**src/include/video_port_capture_map.svh**
```systemverilog
// register offsets, field positions, reset values and timing counts of the capture control
// How it works
// RQ1 - bits 4-3 of window control keep every line, or one of two, four, eight
// RQ2 - bit 5 picks odd lines from line one, else even lines from zero
// RQ3 - with mask enable set, stores the mask map forbids are dropped
// RQ4 - polarity bits 0 and 1 invert the two port outputs before driving
// RQ5 - polarity bits 2 to 5 invert the field, vertical, line and enable inputs
// RQ6 - the data-valid input after bit 6 inversion must be active high
// RQ7 - polarity bit 7 marks interlaced input, steering how fields are stored
// RQ8 - software loads a word-aligned 24-bit mask map base, bit zero clear
// RQ9 - next mask line address adds the 8-bit stride in quad words
// RQ10 - software sets mask stride to window width over 64, plus one
// RQ11 - one word-aligned window base serves the input and output paths
// RQ12 - next window line address adds the 8-bit line stride in words
// RQ13 - bits 2-1 keep one of one, two, four or eight pixels per line
// RQ14 - each vertical reset reloads line and mask line addresses from bases
`ifndef VIDEO_PORT_CAPTURE_MAP_SVH
`define VIDEO_PORT_CAPTURE_MAP_SVH

// register offsets
`define VPC_OFS_PORT_STATUS    8'h95
`define VPC_OFS_WIN_CTRL       8'h96
`define VPC_OFS_POLARITY       8'h97
`define VPC_OFS_MASK_BASE0     8'h98
`define VPC_OFS_MASK_BASE1     8'h99
`define VPC_OFS_MASK_BASE2     8'h9A
`define VPC_OFS_MASK_STRIDE    8'h9B
`define VPC_OFS_WIN_BASE0      8'h9C
`define VPC_OFS_WIN_BASE1      8'h9D
`define VPC_OFS_WIN_BASE2      8'h9E
`define VPC_OFS_WIN_STRIDE     8'h9F

// reset values
`define VPC_RST_WIN_CTRL       8'h00
`define VPC_RST_POLARITY       8'h00
`define VPC_RST_PORT_STATUS    8'h00
`define VPC_RST_ADDR           24'h000000
`define VPC_RST_STRIDE         8'h00

// window control fields
`define VPC_WC_ENABLE          0
`define VPC_WC_HSCALE_LO       1
`define VPC_WC_VSCALE_LO       3
`define VPC_WC_VSEL_ODD        5
`define VPC_WC_HSEL_ODD        6
`define VPC_WC_MASK_EN         7

// polarity control fields
`define VPC_PC_OUT_CAPTURE     0
`define VPC_PC_OUT_LINE        1
`define VPC_PC_IN_FIELD        2
`define VPC_PC_IN_VRESET       3
`define VPC_PC_IN_LRESET       4
`define VPC_PC_IN_ENABLE       5
`define VPC_PC_IN_VALID        6
`define VPC_PC_INTERLACED      7

// port status fields
`define VPC_PS_VRESET          0
`define VPC_PS_FIELD           1
`define VPC_PS_BYTE_SWAP       6

// synchroniser depth and pin group width
`define VPC_SYNC_STAGES        2
`define VPC_PIN_WIDTH          21

`endif

```
**src/include/video_port_pkg.sv**
```systemverilog
// types shared by the video port capture control
package video_port_pkg;

  typedef enum logic [1:0] {
    ST_IDLE,
    ST_SYNC,
    ST_RUN
  } cap_state_e;

  typedef struct packed {
    logic        wr;
    logic [23:0] addr;
    logic [15:0] data;
  } mem_wr_s;

  typedef struct packed {
    logic [15:0] data;
    logic        valid;
    logic        field;
    logic        vreset;
    logic        lreset;
    logic        enable;
  } port_pins_s;

endpackage

```
**src/hdl/pin_sync.sv**
```systemverilog
// two-flop synchroniser for a group of port pins
`timescale 1ns/1ps
`default_nettype none
module pin_sync #(
  parameter int WIDTH = 1
) (
  // clock and reset
  input  wire logic             clk_sys_i,
  input  wire logic             arst_n_i,
  // pins
  input  wire logic [WIDTH-1:0] async_i,
  output logic      [WIDTH-1:0] sync_o
);

  logic [WIDTH-1:0] meta_ff;
  logic [WIDTH-1:0] sync_ff;

  always_ff @(posedge clk_sys_i or negedge arst_n_i) begin
    if (!arst_n_i) begin
      meta_ff <= '0;
      sync_ff <= '0;
    end else begin
      meta_ff <= async_i;
      sync_ff <= meta_ff;
    end
  end

  assign sync_o = sync_ff;

endmodule
`default_nettype wire

```
**src/hdl/video_port_capture_control.sv**
```systemverilog
// capture side of the video input port: decimation, masking, polarity and addressing
`timescale 1ns/1ps
`default_nettype none
`include "video_port_capture_map.svh"
module video_port_capture_control (
  // clock and reset
  input  wire logic                   clk_sys_i,
  input  wire logic                   arst_n_i,
  // register port
  input  wire logic [7:0]             reg_addr_i,
  input  wire logic                   reg_wr_i,
  input  wire logic                   reg_rd_i,
  input  wire logic [7:0]             reg_wdata_i,
  output logic      [7:0]             reg_rdata_o,
  // video port pins
  input  wire logic [15:0]            pix_data_i,
  input  wire logic                   pixel_valid_input_i,
  input  wire logic                   field_id_input_i,
  input  wire logic                   vertical_reset_input_i,
  input  wire logic                   line_reset_input_i,
  input  wire logic                   port_enable_input_i,
  output logic                        capture_active_o,
  output logic                        line_kept_o,
  // display memory
  input  wire logic                   mask_allow_i,
  output video_port_pkg::mem_wr_s     mem_wr_o,
  output logic      [23:0]            mask_line_addr_o
);
  import video_port_pkg::*;

  function automatic logic [2:0] decim_mask(input logic [1:0] code);
    case (code)
      2'h0:    decim_mask = 3'h0;
      2'h1:    decim_mask = 3'h1;
      2'h2:    decim_mask = 3'h3;
      default: decim_mask = 3'h7;
    endcase
  endfunction

  // pin synchronisation
  port_pins_s pins_async;
  port_pins_s pins;

  assign pins_async = '{data:   pix_data_i,
                        valid:  pixel_valid_input_i,
                        field:  field_id_input_i,
                        vreset: vertical_reset_input_i,
                        lreset: line_reset_input_i,
                        enable: port_enable_input_i};

  pin_sync #(
    .WIDTH (`VPC_PIN_WIDTH)
  ) u_pin_sync (
    .clk_sys_i (clk_sys_i),
    .arst_n_i  (arst_n_i),
    .async_i   (pins_async),
    .sync_o    (pins)
  );

  // register file
  logic [7:0]  win_ctrl_ff,   nxt_win_ctrl;
  logic [7:0]  polarity_ff,   nxt_polarity;
  logic        byte_swap_ff,  nxt_byte_swap;
  logic [23:0] mask_base_ff,  nxt_mask_base;
  logic [7:0]  mask_stride_ff, nxt_mask_stride;
  logic [23:0] win_base_ff,   nxt_win_base;
  logic [7:0]  win_stride_ff, nxt_win_stride;
  logic [7:0]  rdata_ff,      nxt_rdata;

  // polarity-corrected port signals
  logic vrst_act;
  logic lrst_act;
  logic enable_act;
  logic field_odd;
  logic pix_valid;

  always_comb begin
    nxt_win_ctrl    = win_ctrl_ff;
    nxt_polarity    = polarity_ff;
    nxt_byte_swap   = byte_swap_ff;
    nxt_mask_base   = mask_base_ff;
    nxt_mask_stride = mask_stride_ff;
    nxt_win_base    = win_base_ff;
    nxt_win_stride  = win_stride_ff;
    nxt_rdata       = rdata_ff;
    if (reg_wr_i) begin
      case (reg_addr_i)
        `VPC_OFS_PORT_STATUS: nxt_byte_swap = reg_wdata_i[`VPC_PS_BYTE_SWAP];
        `VPC_OFS_WIN_CTRL:    nxt_win_ctrl = reg_wdata_i;
        `VPC_OFS_POLARITY:    nxt_polarity = reg_wdata_i;
        `VPC_OFS_MASK_BASE0:  nxt_mask_base[7:0] = reg_wdata_i;
        `VPC_OFS_MASK_BASE1:  nxt_mask_base[15:8] = reg_wdata_i;
        `VPC_OFS_MASK_BASE2:  nxt_mask_base[23:16] = reg_wdata_i;
        `VPC_OFS_MASK_STRIDE: nxt_mask_stride = reg_wdata_i;
        `VPC_OFS_WIN_BASE0:   nxt_win_base[7:0] = reg_wdata_i;
        `VPC_OFS_WIN_BASE1:   nxt_win_base[15:8] = reg_wdata_i;
        `VPC_OFS_WIN_BASE2:   nxt_win_base[23:16] = reg_wdata_i;
        `VPC_OFS_WIN_STRIDE:  nxt_win_stride = reg_wdata_i;
        default: ;
      endcase
    end
    if (reg_rd_i) begin
      case (reg_addr_i)
        `VPC_OFS_PORT_STATUS: nxt_rdata = {1'b0, byte_swap_ff, 4'h0, field_odd, vrst_act};
        `VPC_OFS_WIN_CTRL:    nxt_rdata = win_ctrl_ff;
        `VPC_OFS_POLARITY:    nxt_rdata = polarity_ff;
        `VPC_OFS_MASK_BASE0:  nxt_rdata = mask_base_ff[7:0];
        `VPC_OFS_MASK_BASE1:  nxt_rdata = mask_base_ff[15:8];
        `VPC_OFS_MASK_BASE2:  nxt_rdata = mask_base_ff[23:16];
        `VPC_OFS_MASK_STRIDE: nxt_rdata = mask_stride_ff;
        `VPC_OFS_WIN_BASE0:   nxt_rdata = win_base_ff[7:0];
        `VPC_OFS_WIN_BASE1:   nxt_rdata = win_base_ff[15:8];
        `VPC_OFS_WIN_BASE2:   nxt_rdata = win_base_ff[23:16];
        `VPC_OFS_WIN_STRIDE:  nxt_rdata = win_stride_ff;
        default:              nxt_rdata = 8'h00;
      endcase
    end
  end

  always_ff @(posedge clk_sys_i or negedge arst_n_i) begin
    if (!arst_n_i) begin
      win_ctrl_ff    <= `VPC_RST_WIN_CTRL;
      polarity_ff    <= `VPC_RST_POLARITY;
      byte_swap_ff   <= 1'b0;
      mask_base_ff   <= `VPC_RST_ADDR;
      mask_stride_ff <= `VPC_RST_STRIDE;
      win_base_ff    <= `VPC_RST_ADDR;
      win_stride_ff  <= `VPC_RST_STRIDE;
      rdata_ff       <= 8'h00;
    end else begin
      win_ctrl_ff    <= nxt_win_ctrl;
      polarity_ff    <= nxt_polarity;
      byte_swap_ff   <= nxt_byte_swap;
      mask_base_ff   <= nxt_mask_base;
      mask_stride_ff <= nxt_mask_stride;
      win_base_ff    <= nxt_win_base;
      win_stride_ff  <= nxt_win_stride;
      rdata_ff       <= nxt_rdata;
    end
  end

  assign reg_rdata_o = rdata_ff;

  // field, reset and enable inputs default to active low, valid to active high; a set bit flips the sense
  assign field_odd  = ~(pins.field ^ polarity_ff[`VPC_PC_IN_FIELD]);    // RQ5
  assign vrst_act   = ~(pins.vreset ^ polarity_ff[`VPC_PC_IN_VRESET]);  // RQ5
  assign lrst_act   = ~(pins.lreset ^ polarity_ff[`VPC_PC_IN_LRESET]);  // RQ5
  assign enable_act = ~(pins.enable ^ polarity_ff[`VPC_PC_IN_ENABLE]);  // RQ5
  assign pix_valid  = pins.valid ^ polarity_ff[`VPC_PC_IN_VALID];       // RQ6

  // capture state
  cap_state_e  state_ff,     nxt_state;
  logic        vrst_q_ff,    nxt_vrst_q;
  logic        lrst_q_ff,    nxt_lrst_q;
  logic [2:0]  line_cnt_ff,  nxt_line_cnt;
  logic [2:0]  pix_cnt_ff,   nxt_pix_cnt;
  logic [23:0] line_addr_ff, nxt_line_addr;
  logic [23:0] pix_addr_ff,  nxt_pix_addr;
  logic [23:0] mask_addr_ff, nxt_mask_addr;
  mem_wr_s     mem_wr_ff,    nxt_mem_wr;
  logic        cap_out_ff,   nxt_cap_out;
  logic        line_out_ff,  nxt_line_out;

  logic        frame_start;
  logic        line_end;
  logic        line_keep;
  logic        pix_keep;
  logic        pix_take;
  logic        store;
  logic        interlaced;
  logic [2:0]  vmask;
  logic [2:0]  hmask;
  logic [23:0] win_base_w;
  logic [23:0] line_step;
  logic [23:0] mask_step;

  assign frame_start = vrst_act & ~vrst_q_ff;
  assign line_end    = lrst_act & ~lrst_q_ff;
  assign interlaced  = polarity_ff[`VPC_PC_INTERLACED];                   // RQ7
  assign vmask       = decim_mask(win_ctrl_ff[`VPC_WC_VSCALE_LO +: 2]);   // RQ1
  assign hmask       = decim_mask(win_ctrl_ff[`VPC_WC_HSCALE_LO +: 2]);   // RQ13
  // even select starts at line zero, odd at line one, spaced by the factor
  assign line_keep   = (line_cnt_ff & vmask)
                       == ({2'h0, win_ctrl_ff[`VPC_WC_VSEL_ODD]} & vmask); // RQ2
  assign pix_keep    = (pix_cnt_ff & hmask)
                       == ({2'h0, win_ctrl_ff[`VPC_WC_HSEL_ODD]} & hmask); // RQ13
  // bit zero is forced clear so a stray odd base cannot misalign writes
  assign win_base_w  = {win_base_ff[23:1], 1'b0};                         // RQ11
  // interlaced fields interleave, so each field steps two lines
  assign line_step   = interlaced ? {14'h0, win_stride_ff, 2'h0}
                                  : {15'h0, win_stride_ff, 1'b0};         // RQ12
  assign mask_step   = {13'h0, mask_stride_ff, 3'h0};                     // RQ9
  assign pix_take    = (state_ff == ST_RUN) & pix_valid & enable_act & ~vrst_act;
  assign store       = pix_take & line_keep & pix_keep;

  always_comb begin
    nxt_state     = state_ff;
    nxt_vrst_q    = vrst_act;
    nxt_lrst_q    = lrst_act;
    nxt_line_cnt  = line_cnt_ff;
    nxt_pix_cnt   = pix_cnt_ff;
    nxt_line_addr = line_addr_ff;
    nxt_pix_addr  = pix_addr_ff;
    nxt_mask_addr = mask_addr_ff;
    nxt_mem_wr    = '{wr: 1'b0, addr: pix_addr_ff, data: mem_wr_ff.data};
    case (state_ff)
      ST_IDLE: begin
        if (win_ctrl_ff[`VPC_WC_ENABLE]) begin
          nxt_state = ST_SYNC;
        end
      end
      ST_SYNC: begin
        if (!win_ctrl_ff[`VPC_WC_ENABLE]) begin
          nxt_state = ST_IDLE;
        end else if (frame_start) begin
          nxt_state = ST_RUN;
        end
      end
      ST_RUN: begin
        if (!win_ctrl_ff[`VPC_WC_ENABLE]) begin
          nxt_state = ST_IDLE;
        end
      end
      default: nxt_state = ST_IDLE;
    endcase
    if (frame_start) begin
      nxt_line_cnt  = 3'h0;
      nxt_pix_cnt   = 3'h0;
      nxt_line_addr = (interlaced && field_odd) ?
                      24'(win_base_w + {15'h0, win_stride_ff, 1'b0}) : win_base_w; // RQ7 RQ14
      nxt_pix_addr  = nxt_line_addr;
      nxt_mask_addr = {mask_base_ff[23:1], 1'b0};                          // RQ8 RQ14
    end else if (line_end) begin
      nxt_line_cnt = 3'(line_cnt_ff + 3'h1);
      nxt_pix_cnt  = 3'h0;
      if (line_keep) begin
        nxt_line_addr = 24'(line_addr_ff + line_step);                     // RQ12
        nxt_mask_addr = 24'(mask_addr_ff + mask_step);                     // RQ9
      end
      nxt_pix_addr = nxt_line_addr;
    end else if (pix_take) begin
      nxt_pix_cnt = 3'(pix_cnt_ff + 3'h1);
      if (store) begin
        // masked positions still advance so the window stays in register
        nxt_pix_addr = 24'(pix_addr_ff + 24'h000002);
        nxt_mem_wr.wr = ~(win_ctrl_ff[`VPC_WC_MASK_EN] & ~mask_allow_i);    // RQ3
        nxt_mem_wr.data = byte_swap_ff ? {pins.data[7:0], pins.data[15:8]} : pins.data;
      end
    end
    nxt_cap_out  = ~(state_ff == ST_RUN) ^ polarity_ff[`VPC_PC_OUT_CAPTURE];        // RQ4
    nxt_line_out = ((state_ff == ST_RUN) & line_keep) ^ polarity_ff[`VPC_PC_OUT_LINE]; // RQ4
  end

  always_ff @(posedge clk_sys_i or negedge arst_n_i) begin
    if (!arst_n_i) begin
      state_ff     <= ST_IDLE;
      // start as if already asserted: the synchroniser comes out of reset reading
      // asserted, so this keeps that from looking like a frame or line edge
      vrst_q_ff    <= 1'b1;
      lrst_q_ff    <= 1'b1;
      line_cnt_ff  <= 3'h0;
      pix_cnt_ff   <= 3'h0;
      line_addr_ff <= `VPC_RST_ADDR;
      pix_addr_ff  <= `VPC_RST_ADDR;
      mask_addr_ff <= `VPC_RST_ADDR;
      mem_wr_ff    <= '0;
      cap_out_ff   <= 1'b1;
      line_out_ff  <= 1'b0;
    end else begin
      state_ff     <= nxt_state;
      vrst_q_ff    <= nxt_vrst_q;
      lrst_q_ff    <= nxt_lrst_q;
      line_cnt_ff  <= nxt_line_cnt;
      pix_cnt_ff   <= nxt_pix_cnt;
      line_addr_ff <= nxt_line_addr;
      pix_addr_ff  <= nxt_pix_addr;
      mask_addr_ff <= nxt_mask_addr;
      mem_wr_ff    <= nxt_mem_wr;
      cap_out_ff   <= nxt_cap_out;
      line_out_ff  <= nxt_line_out;
    end
  end

  assign capture_active_o = cap_out_ff;
  assign line_kept_o      = line_out_ff;
  assign mem_wr_o         = mem_wr_ff;
  assign mask_line_addr_o = mask_addr_ff;
endmodule
`default_nettype wire

```
**config.mk**
```make
export PLATFORM = sky130hd
export DESIGN_NAME = video_port_capture_control
export DESIGN_NICKNAME = d
export VERILOG_FILES = /design/src/include/video_port_pkg.sv /design/src/hdl/pin_sync.sv /design/src/hdl/video_port_capture_control.sv
export VERILOG_INCLUDE_DIRS = /design/src /design/src/include
export SDC_FILE = /design/constraint.sdc
export NUM_CORES = 1
export LEC_CHECK = 0
export BUFFER_PORTS_ARGS = -buffer_cell sky130_fd_sc_hd__buf_4
export CAP_MARGIN = 20
export CORE_MARGIN = 4
export CORE_UTILIZATION = 30
export CTS_CLUSTER_DIAMETER = 200
export DETAILED_ROUTE_END_ITERATION = 7
export SLEW_MARGIN = 20
export SYNTH_ARGS = -nofsm -noshare
export SYNTH_HDL_FRONTEND = slang
export SYNTH_SLANG_ARGS = --single-unit
```
**constraint.sdc**
```tcl
create_clock -name clk_sys_i -period 4 [get_ports clk_sys_i]
set_input_delay 0.8 -clock clk_sys_i [delete_from_list [all_inputs] [get_ports clk_sys_i]]
set_output_delay 0.8 -clock clk_sys_i [all_outputs]
set_load 0.01 [all_outputs]
```
Word level (Yosys, flattened, before mapping)
Index checks and enable logic that the tools add are counted.
{"block": "classes", "addsub": 6, "eq_ne": 22, "muxes": 30, "bitwise": 31, "reduce_logical": 23}
{"operator": "24-bit two-way mux", "count": 11}
{"operator": "8-bit equality test, second input constant", "count": 11}
{"operator": "8-bit one-hot mux with 11 select lines", "count": 1}
{"operator": "2-bit AND reduction", "count": 13}
{"operator": "24-bit by 10-bit adder with 24-bit output", "count": 1}
{"operator": "24-bit by 11-bit adder with 24-bit output", "count": 1}
{"operator": "24-bit by 2-bit adder with 24-bit output, second input constant", "count": 1}
{"operator": "24-bit by 9-bit adder with 24-bit output", "count": 1}
{"operator": "3-bit one-hot mux with 3 select lines", "count": 2}
{"operator": "16-bit two-way mux", "count": 1}
{"operator": "3-bit two-way mux", "count": 5}
{"operator": "1-bit inverter", "count": 11}
{"operator": "10-bit two-way mux", "count": 1}
{"operator": "1-bit AND", "count": 9}
{"operator": "2-bit two-way mux", "count": 4}
{"operator": "1-bit bitwise XOR", "count": 7}
{"operator": "3-bit by 1-bit adder with 3-bit output, second input constant", "count": 2}
{"operator": "1-bit by 3-bit AND with 3-bit output", "count": 2}
{"operator": "3-bit AND", "count": 2}
{"operator": "2-bit by 1-bit equality test with 1-bit output, second input constant", "count": 3}
{"operator": "2-bit equality test, second input constant", "count": 3}
{"operator": "3-bit equality test", "count": 2}
{"operator": "2-bit logical NOT", "count": 3}
{"operator": "2-bit one-hot mux with 3 select lines", "count": 1}
{"operator": "8 further kinds", "count": 14}
{"block": "totals", "reg_bits": 256, "out_inout_bits": 75, "elab_cells": 139}

Longest topological paths before layout
{"block": "depth", "word_depth": 10, "ltp_mapped": 14, "depth_no_buf": 11}

Cells and area by module
A second synthesis with hierarchy kept.
{"block": "unflattened", "cells_unflattened": 1229, "area_unflattened_um2": 12823.5}
{"module": "video_port_capture_control", "n_inst": 1, "cells_per_inst": 1187, "area_per_inst_um2": 11772.5, "seq_area_each_um2": 5308.8}
{"module": "pin_sync", "n_inst": 1, "cells_per_inst": 42, "area_per_inst_um2": 1051.0, "seq_area_each_um2": 1051.0}

Worst setup path before layout
Ideal clock, no wire load.
{"block": "synth_path", "kind": "register -> register", "startpoint": "reg polarity_ff[7]", "endpoint": "reg line_addr_ff[15]", "setup_ps": 136, "t_arrival_ps": 2822, "required_time_ps": 3864, "slack_ps": 1042, "path_stages_with_launch": 14, "path_buffers": 4, "period_less_slack_ps": 2958, "path_cell_list": "dfrtp_1 clkbuf_1 clkbuf_1 mux2_2 ha_1 clkbuf_2 a21oi_1 a21oi_1 a2111oi_4 nand2b_1 buf_2 nor3_1 xnor2_1 a21oi_1"}
{"block": "synth_between", "elab_chain_len": 5, "word_cells_on_any_way": 7}
{"item": "start: declaration", "line": "video_port_capture_control.sv:62", "text": "logic [7:0] polarity_ff, nxt_polarity;"}
{"item": "start signal: assignment", "line": "video_port_capture_control.sv:123", "text": "polarity_ff <= `VPC_RST_POLARITY;"}
{"item": "start signal: assignment", "line": "video_port_capture_control.sv:132", "text": "polarity_ff <= nxt_polarity;"}
{"item": "10-bit two-way mux", "line": "video_port_capture_control.sv:190", "text": "assign line_step = interlaced ? {14'h0, win_stride_ff, 2'h0}"}
{"item": "24-bit by 10-bit adder with 24-bit output", "line": "video_port_capture_control.sv:237", "text": "nxt_line_addr = 24'(line_addr_ff + line_step);"}
{"item": "24-bit two-way mux", "line": "video_port_capture_control.sv:236", "text": "if (line_keep) begin"}
{"item": "24-bit two-way mux", "line": "video_port_capture_control.sv:233", "text": "end else if (line_end) begin"}
{"item": "24-bit two-way mux (*)", "line": "video_port_capture_control.sv:226", "text": "if (frame_start) begin"}
{"item": "end signal: assignment", "line": "video_port_capture_control.sv:263", "text": "line_addr_ff <= `VPC_RST_ADDR;"}
{"item": "end signal: assignment", "line": "video_port_capture_control.sv:275", "text": "line_addr_ff <= nxt_line_addr;"}
{"item": "end: declaration", "line": "video_port_capture_control.sv:157", "text": "logic [23:0] line_addr_ff, nxt_line_addr;"}
Every way passes the cells marked *; elsewhere a longest branch is shown, timed or not. The select of a mux whose other input is x is not followed.
A chain may end at the register's enable or synchronous reset.

Final worst setup path
{"block": "layout_path", "startpoint": "reg polarity_ff[7]", "endpoint": "reg line_addr_ff[19]"}
Same word-level chain as after synthesis.

==> flow_summary.yaml <==
sta:
  fin_crit_sh: 0.8288
  final_max_slew_viol_count: 0
  fin_skew_ns: 0.04351
  max_freq_mhz: 301.6
  finalHoldViolCount: 0
  worst_pin_slew_ns: 0.9794
  period_needed_ns: 3.315
  rsz0062_at_grt: "no"
  relSlewSlack: 0.3471
  setup_tns_ns: 0
  holdWs_ns: 0.2712
  setup_viol: 0
cells_and_area:
  final_area_mm2: 0.01546
  syn_to_final_growth_pct: 19.43
  nets: 1392
  fillers: 4239
  n_antenna_cell: 0
  layout-drive-gt1-share: 0.2327
synthesis:
  synth_nets: 1291
  synth_edf_count: 0
  syn_area_mm2: 0.01295
  async_flop_share: 1.000
  synth-seq-cells: 254
  ys.flop_type: "dfrtp_1"
  synthCells: 1218
  synth_cell_type_count: 81
  yosysWarningCount: 0
  synth_area_per_cell_um2: 10.63
  seq_area_frac_synth: 0.4912
power:
  finalPower_mw: 7.049
  peakVddDrop_mv: 0.3265
  p_leak_nw: 6.850
  combPwrFrac: 0.160
  switching_share: 0.2887
  p_switching_mw: 2.035
  pwr_density_cell_mw_per_mm2: 455.8
  seqPwrFrac: 0.437
  p_int_mw: 5.014
  power_frac_clock: 0.403
global_routing:
  grt_pass1_vias: 10180
  grt_max_degree: 110
  antenna_found_initial: 0
  grt_pass1_wl_mm: 59.73
  grt_usage: 0.1592
  grt-ovfl-total: 0
worst_setup_path:
  cp_data_arrival_time_ns: 3.75
  worst-r2r-setup-slack_ns: 0.68
  worst-setup-path-type: "reg -> reg"
  slowest_delay_ns: 0.69
  r2r_start: "polarity_ff[7]"
  worst_path_max_delay_cell: "dfrtp_1"
  cp-start-kind: "flip-flop"
  cp_common_cell: "o21ai_0"
  cp_max_fo: 15
  crit_required_ns: 4.44
  crit_chain: "mux2_2, ha_1, o21ai_0, a211oi_2, a2111oi_4, nand2b_1, nor3_1, xnor2_1, o21ai_0"
  critPathCaptureType: "flip-flop"
  rr_worst_depth: 9
  regToRegEndpoint: "line_addr_ff[19]"
clock_network:
  hold_buffers: 0
  cts_root_buffer: "clkbuf_16"
  cts_made_buffers: 29
  cts_num_sinks: 254
  clk-insertion-delay-late_ns: 0.59
  clkTransAtPathRegs_ns: 0.07
  post_cts_resized: 0
  postCtsSetupRepairBufs: 0
  cts_tree: "yes"
  cts_max_level: 1
  clk_path_buf_depth: 3
run:
  cap_violations: 0
floorplan:
  core_mm2: 0.04232
  die_w_um: 215.8
  fp.dieArea_mm2: 0.04655
  io_pins: 117
  die_h_um: 215.8
  std_cell_rows: 75
  initial_core_util: 0.3060
detailed_routing:
  vias: 10233
  via_per_inst: 5.335
  drcViolationCount: 0
  drtAntennaViolNets: 0
  drt_wl_total_mm: 38.30
  drtPass1Iterations: 7
  drt_iter0_drc: 880
  routedWlPerCell_um: 19.97
placement:
  place_area_mm2: 0.01443
  place_congestion: 0.9159
  io_buffers: 115
  place_hpwl_mm: 27.46
run_status:
  outcome: "finished clean"
min_path:
  hold_class: "in -> async"
## sequential cells by signal, indices dropped and copies added, names as in the netlist
signal and flops:
mask_stride_ff 8, line_addr_ff 23, line_kept_o 1, mem_wr_o 41, capture_active_o 1, lrst_q_ff 1
pix_cnt_ff 3, polarity_ff 8, reg_rdata_o 8, u_pin_sync.meta_ff 21, mask_base_ff 24, pix_addr_ff 24
byte_swap_ff 1, u_pin_sync.sync_o 21, vrst_q_ff 1, win_stride_ff 8, line_cnt_ff 3, mask_line_addr_o 23
win_ctrl_ff 8, state_ff 2, win_base_ff 24
## critical path: cells and delay by family (launching register included)
family | cells | cell delay (ns)
xor+xnor | 1 | 0.15
fa+ha+maj | 1 | 0.33
simple gates | 2 | 0.50
compound gates | 4 | 1.11
flops | 1 | 0.69
mux | 1 | 0.41
## logic make-up (layout without fill, tap and decap cells)
family          after synthesis  in the layout  share of synthesized area
compound gates              292            292                     0.1498
xor+xnor                     70             70                    0.04735
fa+ha+maj                    31             31                    0.03169
buf+inv                      92            215                    0.03015
flops                       254            254                     0.4912
mux                         125            125                     0.1150
other cells                   1              1                  0.0002896
simple gates                353            353                     0.1346
## per-layer routing
layer	global-route usage	vias to the layer above	share of wire
met1	0.2244	5152	0.45
met3	0.03221	64	0.073
met4	0.04230	0	0.023
met2	0.2511	376	0.46
li1	-	4641	-
met5	0	-	0
## cell usage after synthesis (all sizes together), types with 5 or more instances
library cell / n / area, um2
clkbuf: 30 / 115.1
dfrtp: 251 / 6281
or3: 5 / 31.28
nor3b: 5 / 37.54
a2111oi: 5 / 81.33
mux2: 90 / 1013
and3: 11 / 68.82
inv: 28 / 105.1
nand2: 109 / 414.2
a211oi: 14 / 115.1
o21ai: 75 / 375.4
a221oi: 7 / 61.31
nor2b: 12 / 75.07
nor3: 20 / 120.1
a21o: 5 / 37.54
buf: 34 / 170.2
nor4: 6 / 52.55
a22oi: 10 / 75.07
xnor2: 47 / 411.6
nand4: 16 / 112.6
and2: 10 / 62.56
a21oi: 70 / 350.3
o211ai: 7 / 52.55
mux4: 10 / 225.2
and4: 8 / 70.07
mux2i: 25 / 250.2
o31ai: 6 / 45.04
xor2: 23 / 201.4
a31oi: 14 / 87.58
o22ai: 14 / 87.58
a22o: 6 / 52.55
nand3: 37 / 195.2
ha: 28 / 350.3
nand2b: 8 / 50.05
nor2: 95 / 364.1
o21a: 13 / 97.59
## power groups by stage
stage	clock, mW	combinational, mW	sequential, mW
5_1_grt	3.00	1.24	3.12
2_1_floorplan	0	0.670	3.06
3_5_place_dp	0	1.12	3.12
4_1_cts	2.88	1.13	3.08
6_report	2.84	1.13	3.08
3_3_place_gp	0	1.10	3.12
## worst max-delay path by stage
stage / from / endpoint / slack, ns / cells past startpoint
3_3_place_gp: polarity_ff[7] / line_addr_ff[19] / 0.78 / 9
2_1_floorplan: polarity_ff[7] / line_addr_ff[15] / 1.04 / 13
4_1_cts: polarity_ff[7] / line_addr_ff[19] / 0.74 / 9
3_5_place_dp: polarity_ff[7] / line_addr_ff[19] / 0.73 / 9
5_1_grt: polarity_ff[7] / line_addr_ff[19] / 0.46 / 9
6_report: polarity_ff[7] / line_addr_ff[19] / 0.68 / 9
## layout make-up
type / instances / area (um2) / area share
inverter: 28 / 105.1 / 0.006796
clock buffer: 41 / 870.8 / 0.05631
clock inverter: 12 / 162.7 / 0.01052
timing repair buffer: 134 / 1039 / 0.06715
multi-input combinational: 872 / 6206 / 0.4013
tap: 577 / 721.9 / 0.04668
sequential: 254 / 6360 / 0.4112
## stage by stage
| step | setup slack [ns] | cells | utilization |
|---|---|---|---|
| after floorplan | 1.042 | 1218 | - |
| after global placement | 0.7842 | 1865 | 0.3410 |
| after detailed placement | 0.7337 | 1865 | 0.3410 |
| after CTS | 0.7400 | 1918 | 0.3654 |
| after global routing | 0.4648 | 1918 | 0.3654 |
| final | 0.6846 | 1918 | 0.3654 |
## layout by cell type (no fill, tap or decap), drive strengths merged, types with 8 or more instances in the layout
cell / n
nor3: 20
ha: 28
and4: 8
inv: 30
mux2: 90
o21ai: 75
xor2: 23
and2: 10
clkbuf: 41
nand4: 16
dfrtp: 251
mux4: 10
mux2i: 25
a22oi: 10
nand2: 109
a31oi: 14
buf: 134
nor2: 95
a21oi: 70
nand3: 37
o21a: 13
xnor2: 47
nor2b: 12
and3: 11
o22ai: 14
a211oi: 14
nand2b: 8
No activity file was read; power rests on OpenSTA's default activity.
